==> src/logic/ufc_defs.vh <==
// register map, field positions and reset values of the fifo control block
`ifndef UFC_DEFS_VH
`define UFC_DEFS_VH
// byte offsets on the apb bus
`define UFC_OFF_DATA   8'h00
`define UFC_OFF_IEN    8'h04
`define UFC_OFF_FCIID  8'h08
`define UFC_OFF_LSR    8'h0C
`define UFC_OFF_HSR    8'h10
`define UFC_OFF_STAT   8'h14
// fifo_control fields
`define UFC_FC_EN      0
`define UFC_FC_RXRST   1
`define UFC_FC_TXRST   2
`define UFC_FC_DMA     3
`define UFC_FC_TRIG_HI 7
`define UFC_FC_TRIG_LO 6
// interrupt enable fields
`define UFC_IE_RDA     0
`define UFC_IE_THRE    1
`define UFC_IE_LSR     2
`define UFC_IE_HSR     3
// interrupt identification codes, bits 3:0
`define UFC_ID_NONE    4'h1
`define UFC_ID_LSR     4'h6
`define UFC_ID_RDA     4'h4
`define UFC_ID_TMO     4'hC
`define UFC_ID_THRE    4'h2
`define UFC_ID_HSR     4'h0
// receive trigger levels in bytes
`define UFC_TRIG_0     6'h01
`define UFC_TRIG_1     6'h04
`define UFC_TRIG_2     6'h08
`define UFC_TRIG_3     6'h0E
// character times before a receive timeout
`define UFC_TMO_CHARS  3'h4
// reset values
`define UFC_RST_FC     8'h00
`define UFC_RST_IEN    4'h0
`define UFC_RST_IID    8'h01
`endif

==> src/logic/ufc_top.v <==
// fifo control, interrupt identification and data fifos of a serial port
// Contract
// - bits 7:6 pick trigger 1/4/8/14 bytes
// - bit 3 selects dma mode 1 in fifo mode
// - bit 2 resets transmit fifo, self-clearing
// - bit 1 resets receive fifo, self-clearing
// - bit 0 switches fifo mode on/off
// - id bits 7:6 mirror fifo enable
// - id bit 0 low when interrupt pending
// - id bit 3 timeout only in fifo mode
// - id bits 2:1 give top priority source
// - line errors first, cleared by status read
// - data ready second, cleared below trigger
// - timeout after four idle character times
// - transmit empty third, cleared by write/id read
// - each class gated by own enable
// - record cts/dsr/dcd toggles, ring trailing edge
`include "ufc_defs.vh"
`default_nettype none

module ufc_top #(
  parameter DEPTH = 32, // words in each data fifo
  parameter AW    = 5   // log2 of depth
) (
  input  wire        clock,
  input  wire        rst,
  // apb slave
  input  wire        psel,
  input  wire        penable,
  input  wire        pwrite,
  input  wire [7:0]  paddr,
  input  wire [31:0] pwdata,
  output reg  [31:0] prdata,
  output reg         pready,
  output reg         pslverr,
  // received characters from the deserializer
  input  wire        rx_valid,
  input  wire [7:0]  rx_data,
  input  wire        rx_parity_err,
  input  wire        rx_frame_err,
  input  wire        rx_break,
  output reg         rx_ready,
  // characters toward the serializer
  output wire        tx_valid,
  output wire [7:0]  tx_data,
  input  wire        tx_ready,
  // one pulse per character time from the baud logic
  input  wire        char_tick,
  // handshake pins, active low, asynchronous
  input  wire        cts_n,
  input  wire        dsr_n,
  input  wire        ri_n,
  input  wire        dcd_n,
  // outputs
  output reg         irq,
  output reg         rx_dma_req,
  output reg         tx_dma_req
);

  // trigger level from the two control bits
  function [5:0] trig_level;
    input [1:0] code;
    begin
      case (code)
        2'b00:   trig_level = `UFC_TRIG_0;
        2'b01:   trig_level = `UFC_TRIG_1;
        2'b10:   trig_level = `UFC_TRIG_2;
        default: trig_level = `UFC_TRIG_3;
      endcase
    end
  endfunction

  // control state
  reg        fifo_en;   // fifo mode
  reg        dma_mode;  // dma mode select bit as written
  reg  [1:0] trig_sel;  // receive trigger code
  reg  [3:0] int_en;    // interrupt class enables
  reg        rx_clr;    // one-cycle receive fifo reset
  reg        tx_clr;    // one-cycle transmit fifo reset
  // sticky flags
  reg        overrun_flag;
  reg        parity_error_flag;
  reg        framing_error_flag;
  reg        break_detect_flag;
  reg        cts_change_flag;
  reg        dsr_change_flag;
  reg        ring_edge_flag;
  reg        dcd_change_flag;
  reg        thre_pend;  // transmit empty pending
  reg        tx_empty_d; // last transmit empty, for edge
  reg        thre_en_d;  // last transmit interrupt enable
  reg  [2:0] to_cnt;     // character times since last access
  // handshake synchronisers
  reg  [3:0] hs_meta;    // first stage, read by hs_sync only
  reg  [3:0] hs_sync;
  reg  [3:0] hs_last;

  // apb decode
  wire       acc     = psel & penable & pready;
  wire       wr      = acc & pwrite;
  wire       rd      = acc & ~pwrite;
  wire       a_data  = (paddr == `UFC_OFF_DATA);
  wire       a_fc    = (paddr == `UFC_OFF_FCIID);
  wire       a_lsr   = (paddr == `UFC_OFF_LSR);
  wire       a_hsr   = (paddr == `UFC_OFF_HSR);
  wire       a_ien   = (paddr == `UFC_OFF_IEN);
  wire       a_stat  = (paddr == `UFC_OFF_STAT);
  wire       mapped  = a_data | a_fc | a_lsr | a_hsr | a_ien | a_stat;

  // fifo handshakes
  wire [7:0]  rx_q;
  wire        rx_out_valid;
  wire        rx_in_ready;
  wire [AW:0] rx_count;
  wire        tx_in_ready;
  wire [AW:0] tx_count;
  wire        rx_pop  = rd & a_data & rx_out_valid;
  wire        tx_push = wr & a_data;
  // without fifo mode each direction holds a single character
  wire        rx_room = fifo_en ? rx_in_ready : (rx_count == {(AW+1){1'b0}});
  wire        tx_room = fifo_en ? tx_in_ready : (tx_count == {(AW+1){1'b0}});
  wire        rx_push = rx_valid & rx_room;
  wire        tx_empty = (tx_count == {(AW+1){1'b0}});

  // receive fifo; a control write reset or mode change empties it
  ufc_fifo #(.WIDTH(8), .DEPTH(DEPTH), .AW(AW)) u_rx_fifo (
    .clock     (clock),
    .rst       (rst),
    .clear     (rx_clr),
    .in_valid  (rx_push),
    .in_ready  (rx_in_ready),
    .in_data   (rx_data),
    .out_valid (rx_out_valid),
    .out_ready (rx_pop),
    .out_data  (rx_q),
    .count     (rx_count)
  );

  // transmit fifo; the serializer drains it and may stall
  ufc_fifo #(.WIDTH(8), .DEPTH(DEPTH), .AW(AW)) u_tx_fifo (
    .clock     (clock),
    .rst       (rst),
    .clear     (tx_clr),
    .in_valid  (tx_push & tx_room),
    .in_ready  (tx_in_ready),
    .in_data   (pwdata[7:0]),
    .out_valid (tx_valid),
    .out_ready (tx_ready),
    .out_data  (tx_data),
    .count     (tx_count)
  );

  // interrupt sources, each gated by its class enable
  wire lsr_any  = overrun_flag | parity_error_flag | framing_error_flag | break_detect_flag;
  wire hsr_any  = cts_change_flag | dsr_change_flag | ring_edge_flag | dcd_change_flag;
  wire at_trig  = fifo_en ? (rx_count >= trig_level(trig_sel))
                          : rx_out_valid;
  wire timeout  = fifo_en & (to_cnt == `UFC_TMO_CHARS) & rx_out_valid;
  wire src_lsr  = int_en[`UFC_IE_LSR] & lsr_any;
  wire src_rda  = int_en[`UFC_IE_RDA] & at_trig;
  wire src_tmo  = int_en[`UFC_IE_RDA] & timeout;
  wire src_thre = int_en[`UFC_IE_THRE] & thre_pend;
  wire src_hsr  = int_en[`UFC_IE_HSR] & hsr_any;

  // priority encode, only one source shows at a time
  reg [3:0] id_code;
  always @* begin
    if (src_lsr)
      id_code = `UFC_ID_LSR;
    else if (src_rda)
      id_code = `UFC_ID_RDA;
    else if (src_tmo)
      id_code = `UFC_ID_TMO;
    else if (src_thre)
      id_code = `UFC_ID_THRE;
    else if (src_hsr)
      id_code = `UFC_ID_HSR;
    else
      id_code = `UFC_ID_NONE;
  end
  // fifo bits on top, reserved bits zero
  wire [7:0] id_reg = {{2{fifo_en}}, 2'b00, id_code};

  // read data mux, answered one cycle ahead of the access edge
  reg [31:0] next_prdata;
  always @* begin
    next_prdata = 32'h0000_0000;
    if (a_data)
      next_prdata = {24'h00_0000, rx_q};
    else if (a_ien)
      next_prdata = {28'h000_0000, int_en};
    else if (a_fc)
      next_prdata = {24'h00_0000, id_reg}; // fifo_control itself is write only
    else if (a_lsr)
      next_prdata = {26'h000_0000, tx_empty, break_detect_flag, framing_error_flag,
                     parity_error_flag, overrun_flag, rx_out_valid};
    else if (a_hsr)
      next_prdata = {24'h00_0000, ~hs_sync[3], ~hs_sync[2], ~hs_sync[1], ~hs_sync[0],
                     dcd_change_flag, ring_edge_flag, dsr_change_flag, cts_change_flag};
    else if (a_stat)
      next_prdata = {10'h000, tx_count, 2'b00, rx_count, 7'h00, dma_mode & fifo_en};
  end

  // apb slave: no wait state, pready rises in the first access cycle
  always @(posedge clock or posedge rst) begin
    if (rst) begin
      pready  <= 1'b0;
      pslverr <= 1'b0;
      prdata  <= 32'h0000_0000;
    end else begin
      pready  <= psel & ~penable & ~pready;
      if (psel & ~penable) begin
        pslverr <= ~mapped; // unmapped address answers with an error
        prdata  <= pwrite ? 32'h0000_0000 : next_prdata;
      end
    end
  end

  // control register writes; the reset bits are never stored
  always @(posedge clock or posedge rst) begin
    if (rst) begin
      fifo_en  <= 1'b0;
      dma_mode <= 1'b0;
      trig_sel <= 2'b00;
      int_en   <= `UFC_RST_IEN;
      rx_clr   <= 1'b0;
      tx_clr   <= 1'b0;
    end else begin
      rx_clr <= 1'b0;
      tx_clr <= 1'b0;
      if (wr & a_ien)
        int_en <= pwdata[3:0];
      if (wr & a_fc) begin
        fifo_en  <= pwdata[`UFC_FC_EN];
        dma_mode <= pwdata[`UFC_FC_DMA];
        trig_sel <= pwdata[`UFC_FC_TRIG_HI:`UFC_FC_TRIG_LO];
        // a mode change also flushes both fifos so stale data cannot linger
        rx_clr   <= pwdata[`UFC_FC_RXRST] | (pwdata[`UFC_FC_EN] ^ fifo_en);
        tx_clr   <= pwdata[`UFC_FC_TXRST] | (pwdata[`UFC_FC_EN] ^ fifo_en);
      end
    end
  end

  // line error flags; a new error in the clearing cycle is kept
  always @(posedge clock or posedge rst) begin
    if (rst) begin
      overrun_flag       <= 1'b0;
      parity_error_flag  <= 1'b0;
      framing_error_flag <= 1'b0;
      break_detect_flag  <= 1'b0;
    end else begin
      overrun_flag       <= (rx_valid & ~rx_room) | (overrun_flag & ~(rd & a_lsr));
      parity_error_flag  <= (rx_push & rx_parity_err) | (parity_error_flag & ~(rd & a_lsr));
      framing_error_flag <= (rx_push & rx_frame_err) | (framing_error_flag & ~(rd & a_lsr));
      break_detect_flag  <= (rx_push & rx_break) | (break_detect_flag & ~(rd & a_lsr));
    end
  end

  // handshake pins: two-stage synchroniser then edge detect
  always @(posedge clock or posedge rst) begin
    if (rst) begin
      hs_meta <= 4'hF;
      hs_sync <= 4'hF;
      hs_last <= 4'hF;
    end else begin
      hs_meta <= {dcd_n, ri_n, dsr_n, cts_n};
      hs_sync <= hs_meta;
      hs_last <= hs_sync;
    end
  end

  // handshake change flags, set wins over the clearing read
  wire [3:0] hs_diff = hs_sync ^ hs_last;
  always @(posedge clock or posedge rst) begin
    if (rst) begin
      cts_change_flag <= 1'b0;
      dsr_change_flag <= 1'b0;
      ring_edge_flag  <= 1'b0;
      dcd_change_flag <= 1'b0;
    end else begin
      cts_change_flag <= hs_diff[0] | (cts_change_flag & ~(rd & a_hsr));
      dsr_change_flag <= hs_diff[1] | (dsr_change_flag & ~(rd & a_hsr));
      // ring flags only the pin going low to high, the end of a ring
      ring_edge_flag  <= (hs_sync[2] & ~hs_last[2]) | (ring_edge_flag & ~(rd & a_hsr));
      dcd_change_flag <= hs_diff[3] | (dcd_change_flag & ~(rd & a_hsr));
    end
  end

  // transmit empty: armed when the fifo drains or the enable rises
  wire thre_set = (tx_empty & ~tx_empty_d) | (int_en[`UFC_IE_THRE] & ~thre_en_d & tx_empty);
  wire thre_clr = tx_push | (rd & a_fc & (id_code == `UFC_ID_THRE));
  always @(posedge clock or posedge rst) begin
    if (rst) begin
      thre_pend  <= 1'b0;
      tx_empty_d <= 1'b1;
      thre_en_d  <= 1'b0;
    end else begin
      tx_empty_d <= tx_empty;
      thre_en_d  <= int_en[`UFC_IE_THRE];
      thre_pend  <= thre_set | (thre_pend & ~thre_clr);
    end
  end

  // timeout counter in character times; a receive push or pop restarts it
  always @(posedge clock or posedge rst) begin
    if (rst)
      to_cnt <= 3'h0;
    else if (rx_push | rx_pop | rx_clr | ~rx_out_valid | ~fifo_en)
      to_cnt <= 3'h0;
    else if (char_tick & (to_cnt != `UFC_TMO_CHARS))
      to_cnt <= to_cnt + 3'h1;
  end

  // registered outputs: irq, dma requests, receive ready
  always @(posedge clock or posedge rst) begin
    if (rst) begin
      irq        <= 1'b0;
      rx_dma_req <= 1'b0;
      tx_dma_req <= 1'b0;
      rx_ready   <= 1'b0;
    end else begin
      irq      <= ~id_code[0];
      rx_ready <= rx_room;
      if (fifo_en & dma_mode) begin
        rx_dma_req <= at_trig | timeout;
        tx_dma_req <= tx_in_ready;
      end else begin
        rx_dma_req <= rx_out_valid;
        tx_dma_req <= tx_empty;
      end
    end
  end

endmodule

// synchronous fifo with width and depth parameters
module ufc_fifo #(
  parameter WIDTH = 8,
  parameter DEPTH = 32,
  parameter AW    = 5
) (
  input  wire             clock,
  input  wire             rst,
  input  wire             clear,
  input  wire             in_valid,
  output wire             in_ready,
  input  wire [WIDTH-1:0] in_data,
  output wire             out_valid,
  input  wire             out_ready,
  output wire [WIDTH-1:0] out_data,
  output reg  [AW:0]      count
);

  reg [WIDTH-1:0] mem [0:DEPTH-1]; // storage
  reg [AW-1:0]    wr_ptr;
  reg [AW-1:0]    rd_ptr;

  assign in_ready  = (count != DEPTH[AW:0]);
  assign out_valid = (count != {(AW+1){1'b0}});
  assign out_data  = mem[rd_ptr];

  wire push = in_valid & in_ready;
  wire pop  = out_ready & out_valid;

  // storage has no reset, only the pointers and count do
  always @(posedge clock) begin
    if (push)
      mem[wr_ptr] <= in_data;
  end

  // pointers and count; clear returns them to the start
  always @(posedge clock or posedge rst) begin
    if (rst) begin
      wr_ptr <= {AW{1'b0}};
      rd_ptr <= {AW{1'b0}};
      count  <= {(AW+1){1'b0}};
    end else if (clear) begin
      wr_ptr <= {AW{1'b0}};
      rd_ptr <= {AW{1'b0}};
      count  <= {(AW+1){1'b0}};
    end else begin
      if (push)
        wr_ptr <= wr_ptr + {{(AW-1){1'b0}}, 1'b1};
      if (pop)
        rd_ptr <= rd_ptr + {{(AW-1){1'b0}}, 1'b1};
      if (push & ~pop)
        count <= count + {{AW{1'b0}}, 1'b1};
      else if (pop & ~push)
        count <= count - {{AW{1'b0}}, 1'b1};
    end
  end

endmodule

`default_nettype wire

==> config.mk <==
export PLATFORM = sky130hd
export DESIGN_NAME = ufc_top
export DESIGN_NICKNAME = d
export VERILOG_FILES = /design/src/logic/ufc_top.v
export VERILOG_INCLUDE_DIRS = /design/src /design/src/logic
export SDC_FILE = /design/constraint.sdc
export NUM_CORES = 1
export LEC_CHECK = 0
export ABC_CLOCK_PERIOD_IN_PS = 4000
export BUFFER_PORTS_ARGS = -buffer_cell sky130_fd_sc_hd__buf_2
export CELL_PAD_IN_SITES_DETAIL_PLACEMENT = 0
export CELL_PAD_IN_SITES_GLOBAL_PLACEMENT = 1
export CORE_UTILIZATION = 53
export DETAILED_ROUTE_END_ITERATION = 10
export PLACE_DENSITY = 0.79
export SYNTH_ARGS = -nofsm -noshare
export SYNTH_HDL_FRONTEND = slang
export SYNTH_SLANG_ARGS = --single-unit
export TNS_END_PERCENT = 100
==> constraint.sdc <==
create_clock -name clock -period 4 [get_ports clock]
set_clock_uncertainty 0.1 [all_clocks]
set_input_delay 0.8 -clock clock [delete_from_list [all_inputs] [get_ports clock]]
set_output_delay 0.8 -clock clock [all_outputs]
set_load 0.03 [all_outputs]
==> results of run 1 <==
cells in the mapped netlist, drive strengths merged (9+ instances only):
master | n | area, um^2
nor2b | 16 | 100.1
dfstp | 13 | 341.6
mux2i | 57 | 570.6
nand3 | 34 | 170.2
a22oi | 10 | 75.07
buf | 39 | 224.0
xnor2 | 13 | 113.9
nor2 | 101 | 379.1
clkbuf | 46 | 172.7
a211oi | 15 | 112.6
ha | 24 | 300.3
nand4 | 9 | 56.30
inv | 27 | 101.4
edfxtp | 512 | 15370
o21ai | 23 | 122.6
a21oi | 19 | 102.6
dfrtp | 81 | 2027
mux2 | 21 | 236.5
mux4 | 121 | 2725
a22o | 18 | 157.7
o21a | 10 | 75.07
nand2 | 55 | 206.5
final cells by class:
cell class,instances,area [um^2]
Fill cell,3295,17920
Inverter,27,103.9
Clock inverter,34,475.5
Sequential cell,606,17750
Multi-Input combinational cell,708,6771
Timing Repair Buffer,173,1152
Clock buffer,76,1623
Tap cell,607,759.5
cells by family after synthesis:
logic type,count (synthesis),synth area share
AO/OA/AOI/OAI,162,0.04930
other,1,0.0001502
multiplexers,199,0.1414
flip-flops,606,0.7105
buffers and inverters,112,0.01994
XOR/XNOR,20,0.007015
AND/OR/NAND/NOR,289,0.05797
adder cells (fa/ha/maj),26,0.01363
registers in the layout (all words and copies together), names as in the netlist, 2 cells and up:
| name | flops |
|---|---|
| u_tx_fifo.mem | 256 |
| int_en | 4 |
| hs_last | 4 |
| u_rx_fifo.count | 6 |
| hs_sync | 4 |
| u_rx_fifo.mem | 256 |
| u_tx_fifo.count | 6 |
| to_cnt | 3 |
| prdata | 20 |
| trig_sel | 2 |
| u_tx_fifo.wr_ptr | 5 |
| u_tx_fifo.rd_ptr | 5 |
| u_rx_fifo.wr_ptr | 5 |
| hs_meta | 4 |
| u_rx_fifo.rd_ptr | 5 |
where the power goes:
part | internal (uW) | switching, uW | total [uW]
logic | 1340 | 1500 | 2840
registers | 7010 | 239 | 7250
clock network | 3630 | 2320 | 5950
layer usage:
layer / vias up / routed length (um)
li1: 5944 / -
met1: 7015 / 23260
met2: 433 / 27650
met3: 91 / 3273
met4: 0 / 1378
met5: - / 0
worst max-delay path, stage by stage, from the launching register on:
cell and delay [ps]:
dfrtp_4 440, buf_16 310, mux4_2 610, mux4_2 530, mux2_2 280, buf_2 180
what timing repair did:
| action | in CTS | in global routing |
|---|---|---|
| hold buffers | 0 | 0 |
| setup endpoints to repair | 1 | 1 |
| gates resized for setup | 1 | 1 |
final timing paths:
check | startpoint | end | slack (ps) | cells past startpoint
worst max-delay path | u_tx_fifo.rd_ptr[0] | tx_data[6] | 90 | 5
worst min-delay path | dsr_n | hs_meta[1] | 180 | 1
worst max register to register | u_rx_fifo.count[0] | u_rx_fifo.count[5] | 330 | 9
worst min register to register | hs_meta[0] | hs_sync[0] | 250 | 0
max in group asynchronous | rst | hs_meta[0] | 2750 | 3
min in group asynchronous | rst | rx_dma_req | 230 | 2
through the flow:
step,instances,hold WS (ps),power [uW]
floorplan,1426,245.2,9370
global placement,2121,250.1,10150
detailed placement,2121,247.8,10210
CTS,2231,150.0,16130
global route,2231,162.5,16590
finish,2231,181.6,16030
==> impl_metrics.json, run 1 <==
{
  "antennaDiodeCount": 0,
  "h-tree-depth": 2,
  "nNetsFinal": 1664,
  "viasPerCell": 6.043,
  "dp_hpwl_mm": 35.47,
  "die_w_um": 219.1,
  "rows": 79,
  "cts_buffers": 59,
  "final_max_slew_viol_count": 0,
  "gp_congestion": 0.8656,
  "die_h_um": 219.1,
  "coreArea_um2": 46560,
  "met1_usage": 0.3259,
  "clkSinkCount": 606,
  "tns_ps": 0,
  "utilization": 0.6151,
  "ant_nets": 0,
  "grt_most_used_layer": "met2",
  "critPathCaptureType": "output pin",
  "final_cell_mix": "edfxtp_1 (512), mux4_2 (121), nor2_1 (101), buf_4 (97), dfrtp_1 (77)",
  "min_period_ps": 3906,
  "setup_ws_ps": 94.19,
  "ys.flop_type": "edfxtp_1",
  "synth-seq-cells": 606,
  "area_growth_pct": 14.69,
  "postLayoutCellArea_um2": 28640,
  "leakagePower_uw": 0.009742,
  "min_path_type": "in -> reg",
  "fin_crit_sh": 0.9765,
  "die_area_um2": 47990,
  "path_class": "reg -> out",
  "grt_use_met2": 0.3939,
  "start_kind": "flip-flop",
  "max_freq_ghz": 0.2560,
  "synth_cells": 1415,
  "worstMarginPinSlew_ps": 1079,
  "drive_gt1_frac": 0.2740,
  "cts.root.buffer_cell": "clkbuf_16",
  "setup_viol_count_final": 0,
  "grt-ovfl-total": 0,
  "synth-seq-area-share": 0.7105,
  "worstPathMaxFanout": 44,
  "vdd_ir_drop_max_mv": 0.8140,
  "grt_max_degree": 58,
  "drc": 0,
  "power.density_nw_per_um2": 559.8,
  "syn_area_per_cell_um2": 17.65,
  "grt_usage": 0.2386,
  "postCtsSetupRepairBufs": 0,
  "syn-cell-area_um2": 24970,
  "final_common_cell": "edfxtp_1",
  "port_buffers": 73,
  "wl_per_cell_um": 24.90,
  "clock_path_buffers": 3,
  "routed_wl_mm": 55.56,
  "grt_pass1_vias": 13650,
  "placed_cell_area_um2": 26530,
  "grt_use_met3": 0.03950,
  "crit_arrival_ps": 3010,
  "synth_edf_count": 512,
  "io_pins": 110,
  "synth_cell_types": 81,
  "firstDrtPassIters": 5,
  "antenna_found_initial": 0,
  "status": "completed",
  "first_iter_violations": 1267,
  "synthArstFlopShare": 0.1551,
  "cts_tree": "done",
  "grt_pass1_wl_mm": 84.06,
  "slew-limit-headroom": 0.2807,
  "start_util": 0.5364,
  "pre_cts_slack_ps": 130.8,
  "final_hold_viol_count": 0,
  "required_ps": 3100,
  "clkLatencyLatePin_ps": 610,
  "clk_pin_slew_worst_paths_ps": 60,
  "rsz0062_at_grt": "false",
  "cap_violations": 0,
  "yosysWarnings": 0,
  "via_count": 13480
}
No activity file was read; power rests on OpenSTA's default activity.
==> run 2, diff against run 1 <==
--- a/config.mk
+++ b/config.mk
@@ -12,8 +12,10 @@
 export CELL_PAD_IN_SITES_GLOBAL_PLACEMENT = 1
 export CORE_UTILIZATION = 53
 export DETAILED_ROUTE_END_ITERATION = 10
-export PLACE_DENSITY = 0.79
+export PLACE_DENSITY = 0.8
+export SKIP_CTS_REPAIR_TIMING = 1
 export SYNTH_ARGS = -nofsm -noshare
 export SYNTH_HDL_FRONTEND = slang
+export SYNTH_HIERARCHICAL = 1
 export SYNTH_SLANG_ARGS = --single-unit
 export TNS_END_PERCENT = 100
==> impl_metrics.json, run 2 <==
{
  "status": "completed",
  "rows": 79,
  "grt_usage": 0.2238,
  "first_iter_violations": 1028,
  "wl_per_cell_um": 22.65,
  "slew-limit-headroom": 0.3394,
  "power.switching_uw": 4299,
  "seq_power_share": 0.455,
  "start_kind": "flip-flop",
  "synth_commonest_cells": "edfxtp_1 (512), mux2i_1 (170), nor2_1 (122)",
  "via_count": 13510,
  "setup_viol_count_final": 0,
  "clock_path_buffers": 3,
  "area_growth_pct": 13.79,
  "syn_area_per_cell_um2": 16.61,
  "synth_edf_count": 512,
  "placed_cell_area_um2": 26520,
  "setup_ws_ps": 125.4,
  "ant_nets": 0,
  "synth-seq-cells": 606,
  "postLayoutCellArea_um2": 28510,
  "io_pins": 110,
  "hold_ws_ps": 187.2,
  "power.density_nw_per_um2": 558.6,
  "nNetsFinal": 1744,
  "pre_cts_slack_ps": 38.47,
  "worstPathMaxFanout": 31,
  "required_ps": 3100,
  "grt_pass1_vias": 13620,
  "fill_cells": 3332,
  "internal-power_uw": 11630,
  "antenna_found_initial": 0,
  "coreArea_um2": 46560,
  "max_freq_ghz": 0.2581,
  "ys.flop_type": "edfxtp_1",
  "cts.root.buffer_cell": "clkbuf_16",
  "p_total_uw": 15920,
  "leakagePower_uw": 0.009942,
  "final_hold_viol_count": 0,
  "cts_tree": "done",
  "synth_top_area_frac": 0.6137,
  "die_area_um2": 48140,
  "min_path_type": "in -> reg",
  "port_buffers": 73,
  "top_regs": "u_rx_fifo/mem x256, u_tx_fifo/mem x256, prdata x20",
  "path_class": "reg -> out",
  "viasPerCell": 5.845,
  "clkPwrFrac": 0.350,
  "p_comb_frac": 0.195,
  "start_util": 0.5381,
  "clkLatencyLatePin_ps": 600,
  "grt_max_degree": 51,
  "synthArstFlopShare": 0.1551,
  "gp_congestion": 0.8775,
  "vdd_ir_drop_max_mv": 0.4655,
  "rsz0062_at_grt": "false",
  "dp_hpwl_mm": 32.61,
  "final_common_cell": "edfxtp_1",
  "final_max_slew_viol_count": 0,
  "drive_gt1_frac": 0.2161,
  "cts_buffers": 59,
  "post-synth-top-area-cell": "edfxtp_1",
  "h-tree-depth": 2,
  "worstMarginPinSlew_ps": 985.6,
  "grt-ovfl-total": 0,
  "cap_violations": 0,
  "synth-seq-area-share": 0.7083,
  "final_cell_mix": "edfxtp_1 (512), mux2i_1 (170), nor2_1 (122), buf_4 (86), dfrtp_1 (77)",
  "p_sw_frac": 0.2699,
  "netlist_top_cells_area": "edfxtp_1 (61%), dfrtp_1 (8.1%), mux2i_1 (6.8%)",
  "fin_crit_sh": 0.9687,
  "syn-cell-area_um2": 25050,
  "clkSinkCount": 606,
  "synth_cell_types": 75,
  "synth.most_common_cell": "edfxtp_1",
  "min_period_ps": 3875,
  "synth_cells": 1508,
  "yosysWarnings": 6,
  "routed_wl_mm": 52.36,
  "clk_pin_slew_worst_paths_ps": 60,
  "grt_pass1_wl_mm": 80.06,
  "tns_ps": 0,
  "firstDrtPassIters": 5,
  "crit_arrival_ps": 2970,
  "drc": 0,
  "die_h_um": 219.4,
  "critPathCaptureType": "output pin",
  "die_w_um": 219.4
}
## run 2: cell count changes in the layout (fill, tap and decap cells not counted), moves of 9 or more
cell | before | now
a21oi_1 | 17 | 37
a22o_1 | 18 | 49
a31oi_1 | 2 | 16
buf_4 | 97 | 86
mux2_2 | 21 | 8
mux2i_1 | 57 | 170
mux4_2 | 121 | 64
nand3_1 | 34 | 7
nor2_1 | 101 | 122
nor3_1 | 7 | 21
o21ai_0 | 21 | 12
o221ai_1 | 1 | 16
xor2_1 | 7 | 16
## run 2: stage by stage
stage / utilization / instances
after floorplan: - / 1519
after global placement: 0.5697 / 2201
after detailed placement: 0.5697 / 2201
after CTS: 0.6121 / 2310
after global routing: 0.6122 / 2310
final: 0.6123 / 2312
## run 2: cell families (layout without fill, tap and decap cells)
logic type,count (synthesis),in the layout,share of synthesized area
flip-flops,606,606,0.7083
other,1,14,0.0001497
adder cells (fa/ha/maj),26,26,0.01359
XOR/XNOR,27,27,0.009439
multiplexers,246,246,0.1315
AO/OA/AOI/OAI,198,198,0.05864
buffers and inverters,118,302,0.02228
AND/OR/NAND/NOR,286,286,0.05619
## run 2: area by class of cell
cell class / count / area [um^2] / area share
clock inverter: 31 / 381.6 / 0.01339
multi-input combinational: 795 / 6799 / 0.2385
tap: 607 / 759.5 / 0.02664
antenna: 2 / 5.005 / 0.0001756
sequential: 606 / 17750 / 0.6228
clock buffer: 78 / 1589 / 0.05574
inverter: 29 / 108.9 / 0.003818
timing repair buffer: 164 / 1111 / 0.03897
## run 2: worst paths after layout
path	cells after the start	slack (ps)	start	end
max	8	130	u_tx_fifo/rd_ptr[0]	tx_data[1]
min	1	190	dcd_n	hs_meta[3]
max reg2reg	14	230	u_rx_fifo/count[3]	u_rx_fifo/count[5]
min reg2reg	0	260	hs_meta[0]	hs_sync[0]
max in group asynchronous	3	2580	rst	hs_sync[1]
min in group asynchronous	2	250	rst	u_tx_fifo/rd_ptr[4]
## run 2: per-layer routing
metal	track usage	up-vias	routed length (um)
li1	-	6147	-
met3	0.03825	81	3166
met5	0	-	0
met4	0.06944	0	1297
met1	0.3271	6885	23340
met2	0.3449	400	24560
## run 2: critical path, cell delays in order (launching register included)
cell	delay (ps)
dfrtp_2	550
buf_12	300
nor2b_1	180
buf_4	240
a22o_1	170
nor3_1	60
a31oi_1	400
o221ai_1	220
buf_2	220
## run 2: power groups by stage
| stage | logic [uW] | clock network, uW | registers, uW |
|---|---|---|---|
| detailed placement | 3080 | 0 | 7380 |
| global route | 3350 | 5900 | 7270 |
| CTS | 3100 | 5680 | 7250 |
| floorplan | 2240 | 0 | 7270 |
| global placement | 3040 | 0 | 7370 |
| finish | 3100 | 5570 | 7250 |
==> run 3, diff against run 2 <==
--- a/config.mk
+++ b/config.mk
@@ -8,11 +8,9 @@
 export LEC_CHECK = 0
 export ABC_CLOCK_PERIOD_IN_PS = 4000
 export BUFFER_PORTS_ARGS = -buffer_cell sky130_fd_sc_hd__buf_2
-export CELL_PAD_IN_SITES_DETAIL_PLACEMENT = 0
-export CELL_PAD_IN_SITES_GLOBAL_PLACEMENT = 1
-export CORE_UTILIZATION = 53
+export CORE_UTILIZATION = 58
 export DETAILED_ROUTE_END_ITERATION = 10
-export PLACE_DENSITY = 0.8
+export PLACE_DENSITY = 0.76
 export SKIP_CTS_REPAIR_TIMING = 1
 export SYNTH_ARGS = -nofsm -noshare
 export SYNTH_HDL_FRONTEND = slang
==> impl_metrics.json, run 3 (synthesized netlist as in run 2, its figures left out) <==
{
  "routed_wl_mm": 52.79,
  "power.density_nw_per_um2": 544.7,
  "gp_congestion": 0.9119,
  "cts_tree": "done",
  "final_common_cell": "edfxtp_1",
  "top_regs": "u_rx_fifo/mem x256, u_tx_fifo/mem x256, prdata x20",
  "vdd_ir_drop_max_mv": 0.4225,
  "coreArea_um2": 42230,
  "first_iter_violations": 1209,
  "endpoint": "u_rx_fifo/count[5]",
  "path_class": "reg -> reg",
  "die_w_um": 209.8,
  "startpoint": "u_rx_fifo/count[3]",
  "rrSetupSlack_ps": 110,
  "crit_arrival_ps": 4280,
  "clkLatencyLatePin_ps": 620,
  "die_area_um2": 44030,
  "firstDrtPassIters": 6,
  "critPathCaptureType": "flip-flop",
  "fin_crit_sh": 0.9716,
  "antenna_found_initial": 0,
  "stdcell_count": 2234,
  "die_h_um": 209.8,
  "cts.root.buffer_cell": "clkbuf_16",
  "viasPerCell": 6.178,
  "cpMaxStageDelayCell": "or4_4",
  "leakagePower_uw": 0.009819,
  "start_kind": "flip-flop",
  "clk_pin_slew_worst_paths_ps": 60,
  "clock_path_buffers": 3,
  "worstPathMaxFanout": 4,
  "wl_per_cell_um": 23.63,
  "grt_pass1_wl_mm": 80.29,
  "reg2reg_depth": 14,
  "required_ps": 4390,
  "drive_gt1_frac": 0.2094,
  "final_hold_viol_count": 0,
  "cts_buffers": 58,
  "start_util": 0.5932,
  "placed_cell_area_um2": 26400,
  "tns_ps": 0,
  "r2r_start": "u_rx_fifo/count[3]",
  "grt-ovfl-total": 0,
  "cp_num_buf_inv": 1,
  "postLayoutCellArea_um2": 28130,
  "max_freq_ghz": 0.2573,
  "via_count": 13800,
  "dp_hpwl_mm": 33.17,
  "nNetsFinal": 1744,
  "io_pins": 110,
  "min_path_type": "in -> reg",
  "port_buffers": 73,
  "ant_nets": 0,
  "cp_top_family": "simple AND/OR/NAND/NOR gates",
  "grt_usage": 0.2444,
  "status": "completed",
  "hold_ws_ps": 186.3,
  "max_stage_delay_ps": 580,
  "min_period_ps": 3886,
  "cap_violations": 0,
  "slew-limit-headroom": 0.2720,
  "worst_r2r_endpoint": "u_rx_fifo/count[5]",
  "drc": 0,
  "antennaDiodeCount": 0,
  "setup_viol_count_final": 0,
  "worstMarginPinSlew_ps": 1090,
  "critical_path_cell_count": 14,
  "final_max_slew_viol_count": 0,
  "utilization": 0.6662,
  "area_growth_pct": 12.29,
  "grt_max_degree": 54,
  "h-tree-depth": 2,
  "path_cells": "or4_4 -> or3_2 -> nand2_1 -> o21ai_0 -> and2_4 -> o31a_4 -> nor2b_4 -> inv_1 -> ha_1 -> a211oi_1 -> o21bai_1 -> a21oi_2 -> mux2i_1 -> mux2_2",
  "grt_pass1_vias": 13920,
  "clkSinkCount": 606,
  "rows": 75,
  "final_cell_mix": "edfxtp_1 (512), mux2i_1 (170), nor2_1 (122), buf_4 (89), dfrtp_1 (77)",
  "dp_cells": 2133
}
==> run 3: how the worst min path moves through the flow <==
stage	end	slack (ps)	startpoint	cells past startpoint
2_1_floorplan	hs_sync[0]	250	hs_meta[0]	0
3_3_place_gp	hs_sync[2]	250	hs_meta[2]	0
3_5_place_dp	hs_sync[2]	250	hs_meta[2]	0
4_1_cts	hs_meta[3]	150	dcd_n	1
5_1_grt	hs_meta[3]	160	dcd_n	1
6_report	hs_meta[3]	190	dcd_n	1
==> run 3: power breakdown <==
part	switching [uW]	internal, uW	total, uW	leakage, uW
combinational	1820	1290	3110	0.00323
clock	2230	2720	4950	0.000824
sequential	250	7010	7260	0.00577
total	4300	11000	15300	0.00982
==> run 3: cell type report <==
class,count,area (um^2)
flip-flops and latches,606,17750
fillers,2792,14100
multi-input cells,795,6798
clock buffers,68,1499
repair buffers,165,1094
well taps,539,674.4
clock inverters,32,203.9
inverters,29,108.9
==> run 3: per-layer routing <==
metal / up-vias / part of all wire / global-route usage
li1: 6152 / - / -
met1: 7022 / 0.41 / 0.3383
met2: 513 / 0.49 / 0.3964
met3: 114 / 0.071 / 0.04534
met4: 0 / 0.030 / 0.07954
met5: - / 0 / 0
==> run 3: worst register-to-register path: stages, from the launching register on <==
cell      delay (ps)
dfrtp_1          380
or4_4            580
or3_2            450
nand2_1           70
o21ai_0          140
and2_4           240
o31a_4           120
nor2b_4          140
inv_1            120
ha_1             260
a211oi_1         290
o21bai_1         150
a21oi_2          160
mux2i_1          220
mux2_2           360
==> run 3: through the flow <==
stage	worst slack (ps)	total power, uW
after global routing	-0.04308	15880
after floorplan	228.7	9515
final	113.6	15320
after global placement	75.65	10330
after detailed placement	-72.80	10420
after CTS	43.04	15350
